File: src/common/piots_pkg.sv
/*
  Shared constants and types for the two programmable rear-panel I/O pins.
  Assumes a single 25 MHz clock and no register bus: settings arrive as ports.
*/
package piots_pkg;
  localparam int unsigned CLK_HZ = 25_000_000;
  localparam int unsigned TRIG_LOW_US = 30;
  localparam int unsigned US_PER_S = 1_000_000;
  // A least time rounds up to whole cycles.
  localparam int unsigned TRIG_LOW_CYC = (TRIG_LOW_US * (CLK_HZ / 1000) + 999) / 1000;
  localparam int unsigned CNT_W = 16;
  localparam logic [CNT_W-1:0] CNT_ZERO = 16'h0000;
  localparam logic [CNT_W-1:0] CNT_ONE = 16'h0001;
  localparam logic [CNT_W-1:0] TRIG_LOW_CNT = CNT_W'(TRIG_LOW_CYC);
  localparam int unsigned PWM_W = 16;
  localparam logic [PWM_W-1:0] PWM_ZERO = 16'h0000;
  localparam logic [PWM_W-1:0] PWM_ONE = 16'h0001;

  typedef enum logic [1:0] {PIOTS_STATUS_FN, PIOTS_INPUT, PIOTS_OUTPUT} piots_mode_t;
  typedef enum logic [1:0] {PIOTS_OUT_TRUE, PIOTS_OUT_FALSE, PIOTS_OUT_PWM} piots_osel_t;
  typedef enum logic [1:0] {PIOTS_TGT_METER, PIOTS_TGT_DLOG, PIOTS_TGT_SEQ} piots_tgt_t;
  typedef enum logic {PIOTS_SRC_MANUAL, PIOTS_SRC_EXTERNAL} piots_src_t;
endpackage : piots_pkg

File: src/rtl/piots_top.sv
/*
  Logic behind the status pin and the trigger pin: function select, polarity,
  general level input/output with PWM, trigger pulse out and trigger pulse in.
  Assumes pins are open-drain style tri-state pads resolved outside; settings
  are static ports from the instrument controller on the same clock.
*/
module piots_top
  import piots_pkg::*;
(
  // Clock and reset.
  input wire logic clk,
  input wire logic rst_n,
  // Instrument state and internal trigger.
  input wire logic out_switch_on,
  input wire logic int_trigger,
  // Status pin settings.
  input wire piots_pkg::piots_mode_t st_mode,
  input wire logic st_invert,
  input wire piots_pkg::piots_osel_t st_osel,
  input wire logic [piots_pkg::PWM_W-1:0] st_pwm_period,
  input wire logic [piots_pkg::PWM_W-1:0] st_pwm_high,
  // Trigger pin settings.
  input wire piots_pkg::piots_mode_t tr_mode,
  input wire logic tr_invert,
  input wire logic tr_dir_out,
  input wire piots_pkg::piots_tgt_t tr_target,
  input wire piots_pkg::piots_src_t sequence_trigger_source,
  input wire piots_pkg::piots_osel_t tr_osel,
  input wire logic [piots_pkg::PWM_W-1:0] tr_pwm_period,
  input wire logic [piots_pkg::PWM_W-1:0] tr_pwm_high,
  // Status pin pad.
  input wire logic st_pin_i,
  output logic st_pin_o,
  output logic st_pin_oe,
  // Trigger pin pad.
  input wire logic tr_pin_i,
  output logic tr_pin_o,
  output logic tr_pin_oe,
  // Results toward the instrument.
  output logic st_level_q,
  output logic tr_level_q,
  output logic start_meter,
  output logic start_dlog,
  output logic start_seq
);
  import piots_pkg::*;

  // Pin level for a logical value in general output mode: true is low.
  function automatic logic out_level(input piots_osel_t sel, input logic pwm, input logic inv);
    logic v;
    v = (sel == PIOTS_OUT_TRUE) ? 1'b1 : (sel == PIOTS_OUT_FALSE) ? 1'b0 : pwm;
    return ~v ^ inv;
  endfunction : out_level

  // Free-running PWM counter; output true while below the high count.
  function automatic logic [PWM_W-1:0] pwm_next(input logic [PWM_W-1:0] c,
                                                input logic [PWM_W-1:0] per);
    return (c + PWM_ONE >= per) ? PWM_ZERO : c + PWM_ONE;
  endfunction : pwm_next

  logic [PWM_W-1:0] st_pwm_q;
  logic [PWM_W-1:0] tr_pwm_q;
  logic st_sync1_q, st_sync2_q, tr_sync1_q, tr_sync2_q, tr_prev_q;
  logic [CNT_W-1:0] low_cnt_q;
  logic tr_edge;
  logic [2:0] tr_warm_q;
  logic [CNT_W-1:0] act_len_q;

  always_ff @(posedge clk or negedge rst_n) begin
    if (!rst_n) begin
      st_pwm_q <= PWM_ZERO;
      tr_pwm_q <= PWM_ZERO;
    end else begin
      st_pwm_q <= pwm_next(st_pwm_q, st_pwm_period);
      tr_pwm_q <= pwm_next(tr_pwm_q, tr_pwm_period);
    end
  end

  // Two-flop synchronisers for the pad inputs.
  always_ff @(posedge clk or negedge rst_n) begin
    if (!rst_n) begin
      st_sync1_q <= 1'b1;
      st_sync2_q <= 1'b1;
      tr_sync1_q <= 1'b1;
      tr_sync2_q <= 1'b1;
      tr_prev_q <= 1'b1;
    end else begin
      st_sync1_q <= st_pin_i;
      st_sync2_q <= st_sync1_q;
      tr_sync1_q <= tr_pin_i;
      tr_sync2_q <= tr_sync1_q;
      tr_prev_q <= tr_sync2_q ^ tr_invert;
    end
  end

  // Logical input levels: a low pad reads true unless inverted.
  always_ff @(posedge clk or negedge rst_n) begin
    if (!rst_n) begin
      st_level_q <= 1'b0;
      tr_level_q <= 1'b0;
    end else begin
      st_level_q <= ~(st_sync2_q ^ st_invert);
      tr_level_q <= ~(tr_sync2_q ^ tr_invert);
    end
  end

  // The edge detector waits until its history holds real pad samples, so that an
  // inverted pin resting at the pull-up level shows no false edge after reset.
  always_ff @(posedge clk or negedge rst_n) begin
    if (!rst_n) begin
      tr_warm_q <= 3'h0;
    end else begin
      tr_warm_q <= {tr_warm_q[1:0], 1'b1};
    end
  end

  // Active edge of a trigger pulse after polarity; the sender keeps it 30 us.
  assign tr_edge = tr_warm_q[2] && (tr_mode == PIOTS_STATUS_FN) && !tr_dir_out &&
                   tr_prev_q && !(tr_sync2_q ^ tr_invert);

  always_ff @(posedge clk or negedge rst_n) begin
    if (!rst_n) begin
      start_meter <= 1'b0;
      start_dlog <= 1'b0;
      start_seq <= 1'b0;
    end else begin
      start_meter <= tr_edge && (tr_target == PIOTS_TGT_METER);
      start_dlog <= tr_edge && (tr_target == PIOTS_TGT_DLOG);
      start_seq <= tr_edge && (tr_target == PIOTS_TGT_SEQ) &&
                   (sequence_trigger_source == PIOTS_SRC_EXTERNAL);
    end
  end

  // Outgoing trigger pulse: a retrigger during a pulse restarts the low time.
  always_ff @(posedge clk or negedge rst_n) begin
    if (!rst_n) begin
      low_cnt_q <= CNT_ZERO;
    end else if (tr_mode != PIOTS_STATUS_FN || !tr_dir_out) begin
      low_cnt_q <= CNT_ZERO;
    end else if (int_trigger) begin
      low_cnt_q <= TRIG_LOW_CNT;
    end else if (low_cnt_q != CNT_ZERO) begin
      low_cnt_q <= low_cnt_q - CNT_ONE;
    end
  end

  // Pad drive.
  always_comb begin
    case (st_mode)
      PIOTS_STATUS_FN: begin
        st_pin_oe = 1'b1;
        st_pin_o = ~out_switch_on ^ st_invert;
      end
      PIOTS_OUTPUT: begin
        st_pin_oe = 1'b1;
        st_pin_o = out_level(st_osel, st_pwm_q < st_pwm_high, st_invert);
      end
      default: begin
        st_pin_oe = 1'b0;
        st_pin_o = 1'b1;
      end
    endcase
    case (tr_mode)
      PIOTS_STATUS_FN: begin
        tr_pin_oe = tr_dir_out;
        tr_pin_o = (low_cnt_q == CNT_ZERO) ^ tr_invert;
      end
      PIOTS_OUTPUT: begin
        tr_pin_oe = 1'b1;
        tr_pin_o = out_level(tr_osel, tr_pwm_q < tr_pwm_high, tr_invert);
      end
      default: begin
        tr_pin_oe = 1'b0;
        tr_pin_o = 1'b1;
      end
    endcase
  end

  // Length of the active drive seen at the trigger pad, for the pulse width check.
  always_ff @(posedge clk or negedge rst_n) begin
    if (!rst_n) begin
      act_len_q <= CNT_ZERO;
    end else if (tr_mode == PIOTS_STATUS_FN && tr_dir_out && tr_pin_o == tr_invert) begin
      if (act_len_q != {CNT_W{1'b1}}) begin
        act_len_q <= act_len_q + CNT_ONE;
      end
    end else begin
      act_len_q <= CNT_ZERO;
    end
  end

  a_status_level: assert property (@(posedge clk) disable iff (!rst_n)
    st_mode == PIOTS_STATUS_FN |-> st_pin_oe && st_pin_o == (out_switch_on == st_invert))
    else $error("status pin level wrong");
  a_status_invert: assert property (@(posedge clk) disable iff (!rst_n)
    st_mode == PIOTS_STATUS_FN && st_invert && !out_switch_on |-> !st_pin_o)
    else $error("inverted status level wrong");
  a_out_true: assert property (@(posedge clk) disable iff (!rst_n)
    st_mode == PIOTS_OUTPUT && st_osel == PIOTS_OUT_TRUE |-> st_pin_o == st_invert)
    else $error("output true level wrong");
  a_pulse_start: assert property (@(posedge clk) disable iff (!rst_n)
    tr_mode == PIOTS_STATUS_FN && tr_dir_out && int_trigger |=> low_cnt_q == TRIG_LOW_CNT)
    else $error("trigger pulse not started");
  a_pulse_width: assert property (@(posedge clk) disable iff (!rst_n)
    tr_mode == PIOTS_STATUS_FN && tr_dir_out &&
    act_len_q != CNT_ZERO && tr_pin_o != tr_invert
    |-> act_len_q >= TRIG_LOW_CNT)
    else $error("trigger pulse too short");
  a_seq_gated: assert property (@(posedge clk) disable iff (!rst_n)
    start_seq |-> $past(sequence_trigger_source) == PIOTS_SRC_EXTERNAL)
    else $error("sequence started without external source");
  a_one_target: assert property (@(posedge clk) disable iff (!rst_n)
    $onehot0({start_meter, start_dlog, start_seq}))
    else $error("more than one target started");
  a_input_hiz: assert property (@(posedge clk) disable iff (!rst_n)
    st_mode == PIOTS_INPUT |-> !st_pin_oe)
    else $error("input mode drives pin");
  a_dir_in: assert property (@(posedge clk) disable iff (!rst_n)
    tr_mode == PIOTS_STATUS_FN && !tr_dir_out |-> !tr_pin_oe)
    else $error("trigger in drives pin");
  c_pulse_out: cover property (@(posedge clk) disable iff (!rst_n)
    tr_pin_oe && !tr_pin_o ##1 tr_pin_o);
  c_seq_start: cover property (@(posedge clk) disable iff (!rst_n) start_seq);
  c_meter_start: cover property (@(posedge clk) disable iff (!rst_n) start_meter);
  c_dlog_start: cover property (@(posedge clk) disable iff (!rst_n) start_dlog);
endmodule : piots_top

File: config.mk
export PLATFORM = sky130hd
export DESIGN_NAME = piots_top
export DESIGN_NICKNAME = d
export VERILOG_FILES = /design/src/common/piots_pkg.sv /design/src/rtl/piots_top.sv
export SDC_FILE = /design/constraint.sdc
export NUM_CORES = 1
export LEC_CHECK = 0
export ABC_AREA = 1
export BUFFER_PORTS_ARGS = -buffer_cell sky130_fd_sc_hd__buf_2
export CAP_MARGIN = 5
export CORE_MARGIN = 8
export CORE_UTILIZATION = 25
export DETAILED_ROUTE_END_ITERATION = 10
export PLACE_DENSITY = 0.42
export SYNTH_ARGS = -nofsm -noshare
export SYNTH_HDL_FRONTEND = slang
export SYNTH_SLANG_ARGS = --single-unit
File: constraint.sdc
create_clock -name clk -period 3.5 [get_ports clk]
set_clock_uncertainty 0.1 [all_clocks]
set_input_delay 0.35 -clock clk [delete_from_list [all_inputs] [get_ports clk]]
set_output_delay 0.35 -clock clk [all_outputs]
set_load 0.02 [all_outputs]
Word level (Yosys, flattened, before mapping)
Index checks and enable logic that the tools add are counted.
{"block": "classes", "addsub": 3, "n_mul": 0, "div_mod_pow": 0, "order_cmp": 4, "n_eq_ne": 6, "shifts": 0, "n_mux": 13, "bitwise_logic": 11, "n_reduce_logical": 21}
{"cell": "16-bit 2-to-1 mux", "count": 5}
{"cell": "16-bit by 1-bit adder with 16-bit output (second input constant)", "count": 2}
{"cell": "16-bit >= comparator", "count": 2}
{"cell": "16-bit < comparator", "count": 2}
{"cell": "16-bit zero test", "count": 1}
{"cell": "16-bit nonzero test", "count": 1}
{"cell": "16-bit by 1-bit subtractor with 16-bit output (second input constant)", "count": 1}
{"cell": "2-bit zero test", "count": 5}
{"cell": "1-bit logical AND", "count": 8}
{"cell": "2-bit by 1-bit equality test with 1-bit output (second input constant)", "count": 3}
{"cell": "2-bit equality test (second input constant)", "count": 3}
{"cell": "1-bit one-hot mux with 2 select lines", "count": 3}
{"cell": "1-bit bitwise XOR", "count": 6}
{"cell": "1-bit 2-to-1 mux", "count": 5}
{"cell": "1-bit NOT", "count": 5}
{"cell": "3-bit nonzero test", "count": 1}
{"cell": "1-bit zero test", "count": 2}
{"cell": "2-bit nonzero test", "count": 1}
{"cell": "2-bit OR reduction", "count": 1}
{"cell": "1-bit logical OR", "count": 1}
{"block": "word_totals", "reg_bits": 61, "latch_bits": 0, "ramBits": 0, "romBits": 0, "in_bits": 84, "out_inout_bits": 9, "wordCells": 72, "mem_count": 0}

Longest topological paths before layout
Gate-level depths: netlist of the first run.
{"block": "depth", "word_depth": 7, "ltp_mapped": 19, "mapped_depth_nobuf": 18}

Least setup slack after synthesis of the first run
OpenSTA, ideal clock, no wires.
{"block": "synth_path", "kind": "reg2reg", "startpoint": "register tr_pwm_q[0]", "endpoint": "register tr_pwm_q[9]", "setup_time_ns": 0.123, "t_arrival_ns": 2.533, "t_required_ns": 3.277, "slack_ns": 0.744, "path_stages_with_launch": 17, "n_path_buf": 1, "synth_period_minus_slack_ns": 2.756, "cell_sequence": "dfrtp_1 > ha_1 > nand3_1 > nor2_2 > nand2_2 > nor3_4 > nand3_2 > nor2_2 > xor2_1 > inv_1 > ha_1 > nand3_1 > nor3_1 > nand3_1 > nand3_1 > buf_2 > nor2_1"}
{"block": "synth_via", "elab_chain_len": 3}
{"element": "start, declared", "line_no": "piots_top.sv:62", "rtl": "logic [PWM_W-1:0] tr_pwm_q;"}
{"element": "start signal, assigned", "line_no": "piots_top.sv:75", "rtl": "tr_pwm_q <= pwm_next(tr_pwm_q, tr_pwm_period);"}
{"element": "16-bit by 1-bit adder with 16-bit output (*)", "line_no": "piots_top.sv:58", "rtl": "return (c + PWM_ONE >= per) ? PWM_ZERO : c + PWM_ONE;"}
{"element": "16-bit >= comparator", "line_no": "piots_top.sv:58"}
{"element": "16-bit 2-to-1 mux (*)", "line_no": "piots_top.sv:58"}
Every way passes the cells marked *; elsewhere a longest branch is shown, timed or not.
A chain may end at the register's enable or synchronous reset.

Final worst setup path of the first run
Same ends and word-level chain as after synthesis.

==> impl_metrics.env, run 1 <==
export IMPL_synth_most_common_cell="inv_1"
export IMPL_antenna_found_initial=1
export IMPL_hold_start="tr_pin_i"
export IMPL_yosysWarnings=0
export IMPL_fin_crit_ns=3.06
export IMPL_die_width_um=153
export IMPL_die_h_um=153
export IMPL_post_drt_via_cell_ratio=4.12
export IMPL_drv_slew=0
export IMPL_grt_max_degree=32
export IMPL_drt_initial_drc_count=103
export IMPL_holdPathStages=1
export IMPL_gp_congestion=0.791
export IMPL_cts_resized=0
export IMPL_syn_area_sq_um=4710
export IMPL_routed_wl_mm=11.9
export IMPL_hpwl_mm=10.0
export IMPL_clock_latency_ns=0.33
export IMPL_fin_tns_setup_ns=0
export IMPL_wl_per_cell_um=12.1
export IMPL_cp_end_kind="register"
export IMPL_drc=0
export IMPL_post_cts_setup_buffer_count=0
export IMPL_hold_viol_final=0
export IMPL_status="complete, no violations"
export IMPL_max_freq_mhz=327
export IMPL_grtUsageTotal_pct=10.7
export IMPL_ys_flop_type="dfrtp_1"
export IMPL_setup_ws_ns=0.438
export IMPL_grt_pass1_wl_mm=20.6
export IMPL_yosys_top_cells_count="150 x inv_1, 114 x nand2_1, 82 x nor2_1"
export IMPL_worstSetupPathType="reg -> reg"
export IMPL_drv_cap=0
export IMPL_fin_nets=898
export IMPL_relSlewSlack_pct=51.0
export IMPL_start_util_pct=25.4
export IMPL_arrival_ns=3.17
export IMPL_p_per_area_nw_per_um2=455
export IMPL_drt_first_pass_iters=4
export IMPL_yosysUniqueCellTypes=36
export IMPL_synth_seq_cells=61
export IMPL_multi_input_area_sq_um=2600
export IMPL_r2r_start="tr_pwm_q[0]"
export IMPL_min_to="tr_sync1_q"
export IMPL_min_path_type="in -> reg"
export IMPL_synth_yosys_seq_area_share_pct=32.5
export IMPL_critPathRequiredTime_ns=3.60
export IMPL_dp_slack_ns=0.437
export IMPL_core_area_sq_um=18600
export IMPL_rr_worst_depth=16
export IMPL_grt_pass1_vias=4314
export IMPL_crit_fanout=16
export IMPL_synth_enable_flop_cells=0
export IMPL_rsz0062_at_grt="false"
export IMPL_area_sequential_sq_um=1530
export IMPL_grt_overflow_total=0
export IMPL_drive_above_1_share_pct=19.0
export IMPL_start_kind="register"
export IMPL_rr_endpoint="tr_pwm_q[9]"
export IMPL_clk_pin_slew_ns=0.05
export IMPL_cts_made_buffers=9
export IMPL_boundaryPins=93
export IMPL_area_growth_pct=23.3
export IMPL_period_share_pct=87.5
export IMPL_synthCells=642
export IMPL_yosys_top_cells_area="dfrtp_1 30%, ha_1 17%, inv_1 12%, nand2_1 9.1%, nor2_1 6.5%"
export IMPL_cts_sinks=61
export IMPL_p_leak_nw=3.47
export IMPL_reg2reg_slack_ns=0.44
export IMPL_cts_buffer_depth=2
export IMPL_tightest_slew_ns=0.735
export IMPL_clockRootBuffer="clkbuf_16"
export IMPL_setup_violations=0
export IMPL_die_area_sq_um=23500
export IMPL_syn_num_nets=791
export IMPL_postRouteAntennaNets=0
export IMPL_n_fill_cell=2044
export IMPL_ir_drop_v=0.000246
export IMPL_async_reset_ff_share_pct=100
export IMPL_synth_area_leader_cell="dfrtp_1"
export IMPL_io_buffer_count=92
export IMPL_diodes=0
export IMPL_synth_area_per_cell_sq_um=7.34
export IMPL_synth_top_cell_area_share_pct=29.7
export IMPL_h_tree_depth=3
export IMPL_cts_tree="built"
export IMPL_rows=50
export IMPL_vias=4070
export IMPL_ctsHoldBuffers=2
==> cell type report <==
class                           instances  area share [%]
Clock buffer                           14            4.71
Clock inverter                          1           0.517
Inverter                              153            9.88
Sequential cell                        61            26.4
Multi-Input combinational cell        426            44.7
Tap cell                              234            5.04
Timing Repair Buffer                   98            8.78
==> worst max-delay path by stage <==
stage | startpoint | to
global placement | tr_pwm_q[0] | tr_pwm_q[12]
global route | tr_pwm_q[0] | tr_pwm_q[9]
floorplan | tr_pwm_q[0] | tr_pwm_q[9]
CTS | tr_pwm_q[0] | tr_pwm_q[4]
detailed placement | tr_pwm_q[0] | tr_pwm_q[9]
finish | tr_pwm_q[0] | tr_pwm_q[9]
==> cells in the final DEF, fill, tap and decap left out, types with 2 or more instances in the layout <==
cell | netlist | routed
buf_4 | 0 | 4
o211ai_1 | 2 | 2
xor2_1 | 18 | 18
clkbuf_8 | 0 | 3
nor2_2 | 9 | 9
dlygate4sd3_1 | 0 | 2
ha_1 | 65 | 65
a21oi_1 | 31 | 31
nor2_1 | 82 | 82
buf_2 | 2 | 92
inv_1 | 150 | 150
inv_2 | 3 | 3
nor4_1 | 4 | 4
nand3_2 | 3 | 3
o21ai_0 | 15 | 15
xnor2_1 | 3 | 3
a31oi_1 | 7 | 7
nand3_1 | 27 | 27
dfrtp_1 | 56 | 56
nor2_4 | 2 | 2
nor3_2 | 2 | 2
nand2_2 | 3 | 3
nor3_1 | 14 | 14
nand2_1 | 114 | 114
clkbuf_16 | 0 | 9
nand4_1 | 11 | 11
clkbuf_1 | 0 | 2
dfstp_2 | 5 | 5
nand4_2 | 2 | 2
==> where the power goes <==
group / internal, mW / switching (mW) / total (mW)
clock: 0.605 / 0.305 / 0.911
sequential: 0.803 / 0.118 / 0.921
combinational: 0.335 / 0.476 / 0.811
==> metal layers <==
layer / up-vias / share of wire [%] / GRT usage [%]
met4: 2 / 1.5 / 3.96
met5: - / 0.11 / 0
met3: 13 / 4.3 / 2.65
met2: 69 / 44 / 17.3
met1: 1761 / 50 / 13.6
li1: 2225 / - / -
==> worst max-delay path, stage by stage (launching register included) <==
cell	delay [ns]
dfrtp_1	0.43
ha_1	0.22
nand3_1	0.11
nor2_2	0.19
nand2_2	0.10
nor3_4	0.16
nand3_2	0.11
nor2_2	0.11
xor2_1	0.19
inv_1	0.06
ha_1	0.27
nand3_1	0.10
nor3_1	0.25
nand3_1	0.12
nand3_1	0.10
buf_4	0.23
nor2_1	0.07
==> stage by stage <==
stage | cells | power [mW] | util, % | cell area, sq um | hold WS [ns]
finish | 987 | 2.64 | 31.3 | 5810 | 0.0203
global route | 987 | 2.89 | 31.3 | 5810 | 0.00735
CTS | 987 | 2.71 | 31.3 | 5810 | 0.00207
detailed placement | 970 | 1.76 | 29.5 | 5490 | 0.236
global placement | 970 | 1.77 | 29.5 | 5490 | 0.233
floorplan | 642 | 1.50 | - | 4710 | -0.0456
==> logic make-up (layout without fill, tap and decap cells) <==
logic type	after synthesis	after routing	synth area share, %
AOI/OAI and AO/OA	59	59	6.74
xor gates and xnor gates	22	22	4.25
adders and majority gates	65	65	17.3
buffers and inverters	155	266	12.4
DFF	61	61	32.5
other	1	1	0.0795
and+or+nand+nor	279	279	26.8
==> sequential cells by signal, summed over array words and instances, names as in the netlist <==
name,count
low_cnt_q,16
st_level_q,1
st_pwm_q,16
st_sync1_q,1
st_sync2_q,1
start_dlog,1
start_meter,1
start_seq,1
tr_level_q,1
tr_prev_q,1
tr_pwm_q,16
tr_sync1_q,1
tr_sync2_q,1
tr_warm_q,3
No activity file was read; power rests on OpenSTA's default activity.
==> run 2, diff against run 1 <==
--- a/config.mk
+++ b/config.mk
@@ -6,12 +6,14 @@
 export NUM_CORES = 1
 export LEC_CHECK = 0
 export ABC_AREA = 1
+export ABC_CLOCK_PERIOD_IN_PS = 3500
 export BUFFER_PORTS_ARGS = -buffer_cell sky130_fd_sc_hd__buf_2
 export CAP_MARGIN = 5
 export CORE_MARGIN = 8
 export CORE_UTILIZATION = 25
 export DETAILED_ROUTE_END_ITERATION = 10
 export PLACE_DENSITY = 0.42
+export RECOVER_POWER = 100
 export SYNTH_ARGS = -nofsm -noshare
 export SYNTH_HDL_FRONTEND = slang
 export SYNTH_SLANG_ARGS = --single-unit
==> impl_metrics.env, run 2 (synthesis results as in run 1) <==
export IMPL_core_area_sq_um=18600
export IMPL_cp_top_family="simple AND/OR/NAND/NOR gates"
export IMPL_n_fill_cell=2048
export IMPL_violations="capacitance limit, slew limit"
export IMPL_path_common_cell="nand3_1"
export IMPL_rsz0062_at_grt="false"
export IMPL_cp_cell_sequence="ha_1 > nand3_1 > nor2_2 > nand2_2 > nor3_4 > nand3_2 > nor2_2 > xor2_1 > inv_1 > ha_1 > nand3_1 > nor3_1 > nand3_1 > nand3_1 > clkbuf_4 > nor2_1"
export IMPL_worstSetupPathType="reg -> reg"
export IMPL_hold_start="tr_pin_i"
export IMPL_grtUsageTotal_pct=10.7
export IMPL_hold_viol_final=0
export IMPL_drv_cap=1
export IMPL_postRouteAntennaNets=0
export IMPL_routed_wl_mm=11.9
export IMPL_h_tree_depth=3
export IMPL_slowest_delay_ns=0.43
export IMPL_fin_crit_ns=3.10
export IMPL_p_leak_nw=3.44
export IMPL_period_share_pct=88.5
export IMPL_reg2reg_slack_ns=0.40
export IMPL_cp_slowest_cell="dfrtp_1"
export IMPL_area_growth_pct=22.3
export IMPL_grt_max_degree=32
export IMPL_p_per_area_nw_per_um2=457
export IMPL_drt_initial_drc_count=97
export IMPL_die_width_um=153
export IMPL_grt_overflow_total=0
export IMPL_drive_above_1_share_pct=16.5
export IMPL_grt_pass1_vias=4314
export IMPL_min_path_type="in -> reg"
export IMPL_tightest_slew_ns=1.75
export IMPL_r2r_start="tr_pwm_q[0]"
export IMPL_drt_first_pass_iters=4
export IMPL_p_sw_mw=0.897
export IMPL_status="finished, violations left"
export IMPL_critPathRequiredTime_ns=3.61
export IMPL_rr_worst_depth=16
export IMPL_netSwitchingFraction_pct=34.0
export IMPL_hpwl_mm=10.0
export IMPL_max_freq_mhz=323
export IMPL_fin_cells=987
export IMPL_holdPathStages=1
export IMPL_finish_instance_area_sq_um=5770
export IMPL_post_cts_setup_buffer_count=0
export IMPL_clk_pin_slew_ns=0.05
export IMPL_power_frac_comb_pct=30.5
export IMPL_final_common_cell="inv_1"
export IMPL_mostFrequentLayoutCells="151 x inv_1, 115 x nand2_1, 86 x nor2_1"
export IMPL_drc=0
export IMPL_setup_violations=0
export IMPL_drv_slew=32
export IMPL_diodes=0
export IMPL_relSlewSlack_pct=-16.9
export IMPL_grt_pass1_wl_mm=20.6
export IMPL_path_buf_inv=2
export IMPL_detailed_place_area_sq_um=5490
export IMPL_cts_buffer_depth=2
export IMPL_antenna_found_initial=1
export IMPL_seqPwrFrac_pct=34.9
export IMPL_io_buffer_count=92
export IMPL_fin_tns_setup_ns=0
export IMPL_min_to="tr_sync1_q"
export IMPL_ir_drop_v=0.000246
export IMPL_boundaryPins=93
export IMPL_p_int_mw=1.74
export IMPL_rows=50
export IMPL_gp_congestion=0.791
export IMPL_dp_cells=970
export IMPL_post_drt_via_cell_ratio=4.11
export IMPL_cts_made_buffers=9
export IMPL_dp_slack_ns=0.437
export IMPL_cp_end_kind="register"
export IMPL_crit_fanout=16
export IMPL_cts_tree="built"
export IMPL_clkPwrFrac_pct=34.6
export IMPL_vias=4054
export IMPL_arrival_ns=3.20
export IMPL_cts_sinks=61
export IMPL_die_h_um=153
export IMPL_wl_per_cell_um=12.1
export IMPL_reg_top3="low_cnt_q (16), st_pwm_q (16), tr_pwm_q (16)"
export IMPL_rr_endpoint="tr_pwm_q[9]"
export IMPL_fin_nets=898
export IMPL_clock_latency_ns=0.33
export IMPL_start_kind="register"
export IMPL_start_util_pct=25.4
export IMPL_setup_ws_ns=0.403
export IMPL_die_area_sq_um=23500
export IMPL_clockRootBuffer="clkbuf_16"
==> run 2: cell types whose count changed in the layout (fill, tap and decap cells not counted), sizes merged <==
| cell | delta |
|---|---|
| clkbuf | +14 |
| buf | -14 |
==> run 2: through the flow <==
step	total power, mW	hold WS [ns]	util, %
after detailed placement	1.76	0.236	29.5
after global routing	2.88	0.00735	31.0
after global placement	1.77	0.233	29.5
final	2.64	0.0201	31.0
after CTS	2.71	0.00207	31.3
after floorplan	1.50	-0.0456	-
==> run 2: layout make-up <==
class | count | area [sq um] | area share, %
Multi-Input combinational cell | 426 | 2570 | 44.6
Sequential cell | 61 | 1530 | 26.6
Inverter | 153 | 574 | 9.96
Timing Repair Buffer | 98 | 489 | 8.48
Tap cell | 234 | 293 | 5.08
Clock buffer | 14 | 274 | 4.75
Clock inverter | 1 | 30.0 | 0.521
==> run 2: what timing repair did <==
action,4_1_cts,5_1_grt
hold buffers,2,0
endpoints found under the hold margin,3,0
gates resized for setup,0,0
==> run 2: power groups by stage <==
stage | registers [mW] | clock network, mW | logic [mW]
6_report | 0.919 | 0.912 | 0.804
2_1_floorplan | 0.902 | 0 | 0.597
3_5_place_dp | 0.934 | 0 | 0.828
4_1_cts | 0.922 | 0.956 | 0.835
5_1_grt | 0.936 | 0.981 | 0.964
3_3_place_gp | 0.932 | 0 | 0.834
==> run 2: worst max-delay path by stage <==
stage	cells after the start	slack [ns]	endpoint	from
finish	16	0.40	tr_pwm_q[9]	tr_pwm_q[0]
global placement	16	0.52	tr_pwm_q[12]	tr_pwm_q[0]
floorplan	16	0.74	tr_pwm_q[9]	tr_pwm_q[0]
global route	16	0.04	tr_pwm_q[9]	tr_pwm_q[0]
detailed placement	16	0.44	tr_pwm_q[9]	tr_pwm_q[0]
CTS	16	0.40	tr_pwm_q[4]	tr_pwm_q[0]
==> run 2: metal layers <==
layer  GRT usage [%]  share of wire (%)
met5               0               0.11
met4            3.96                1.5
met3            2.65                4.3
met2            17.3                 44
met1            13.6                 50
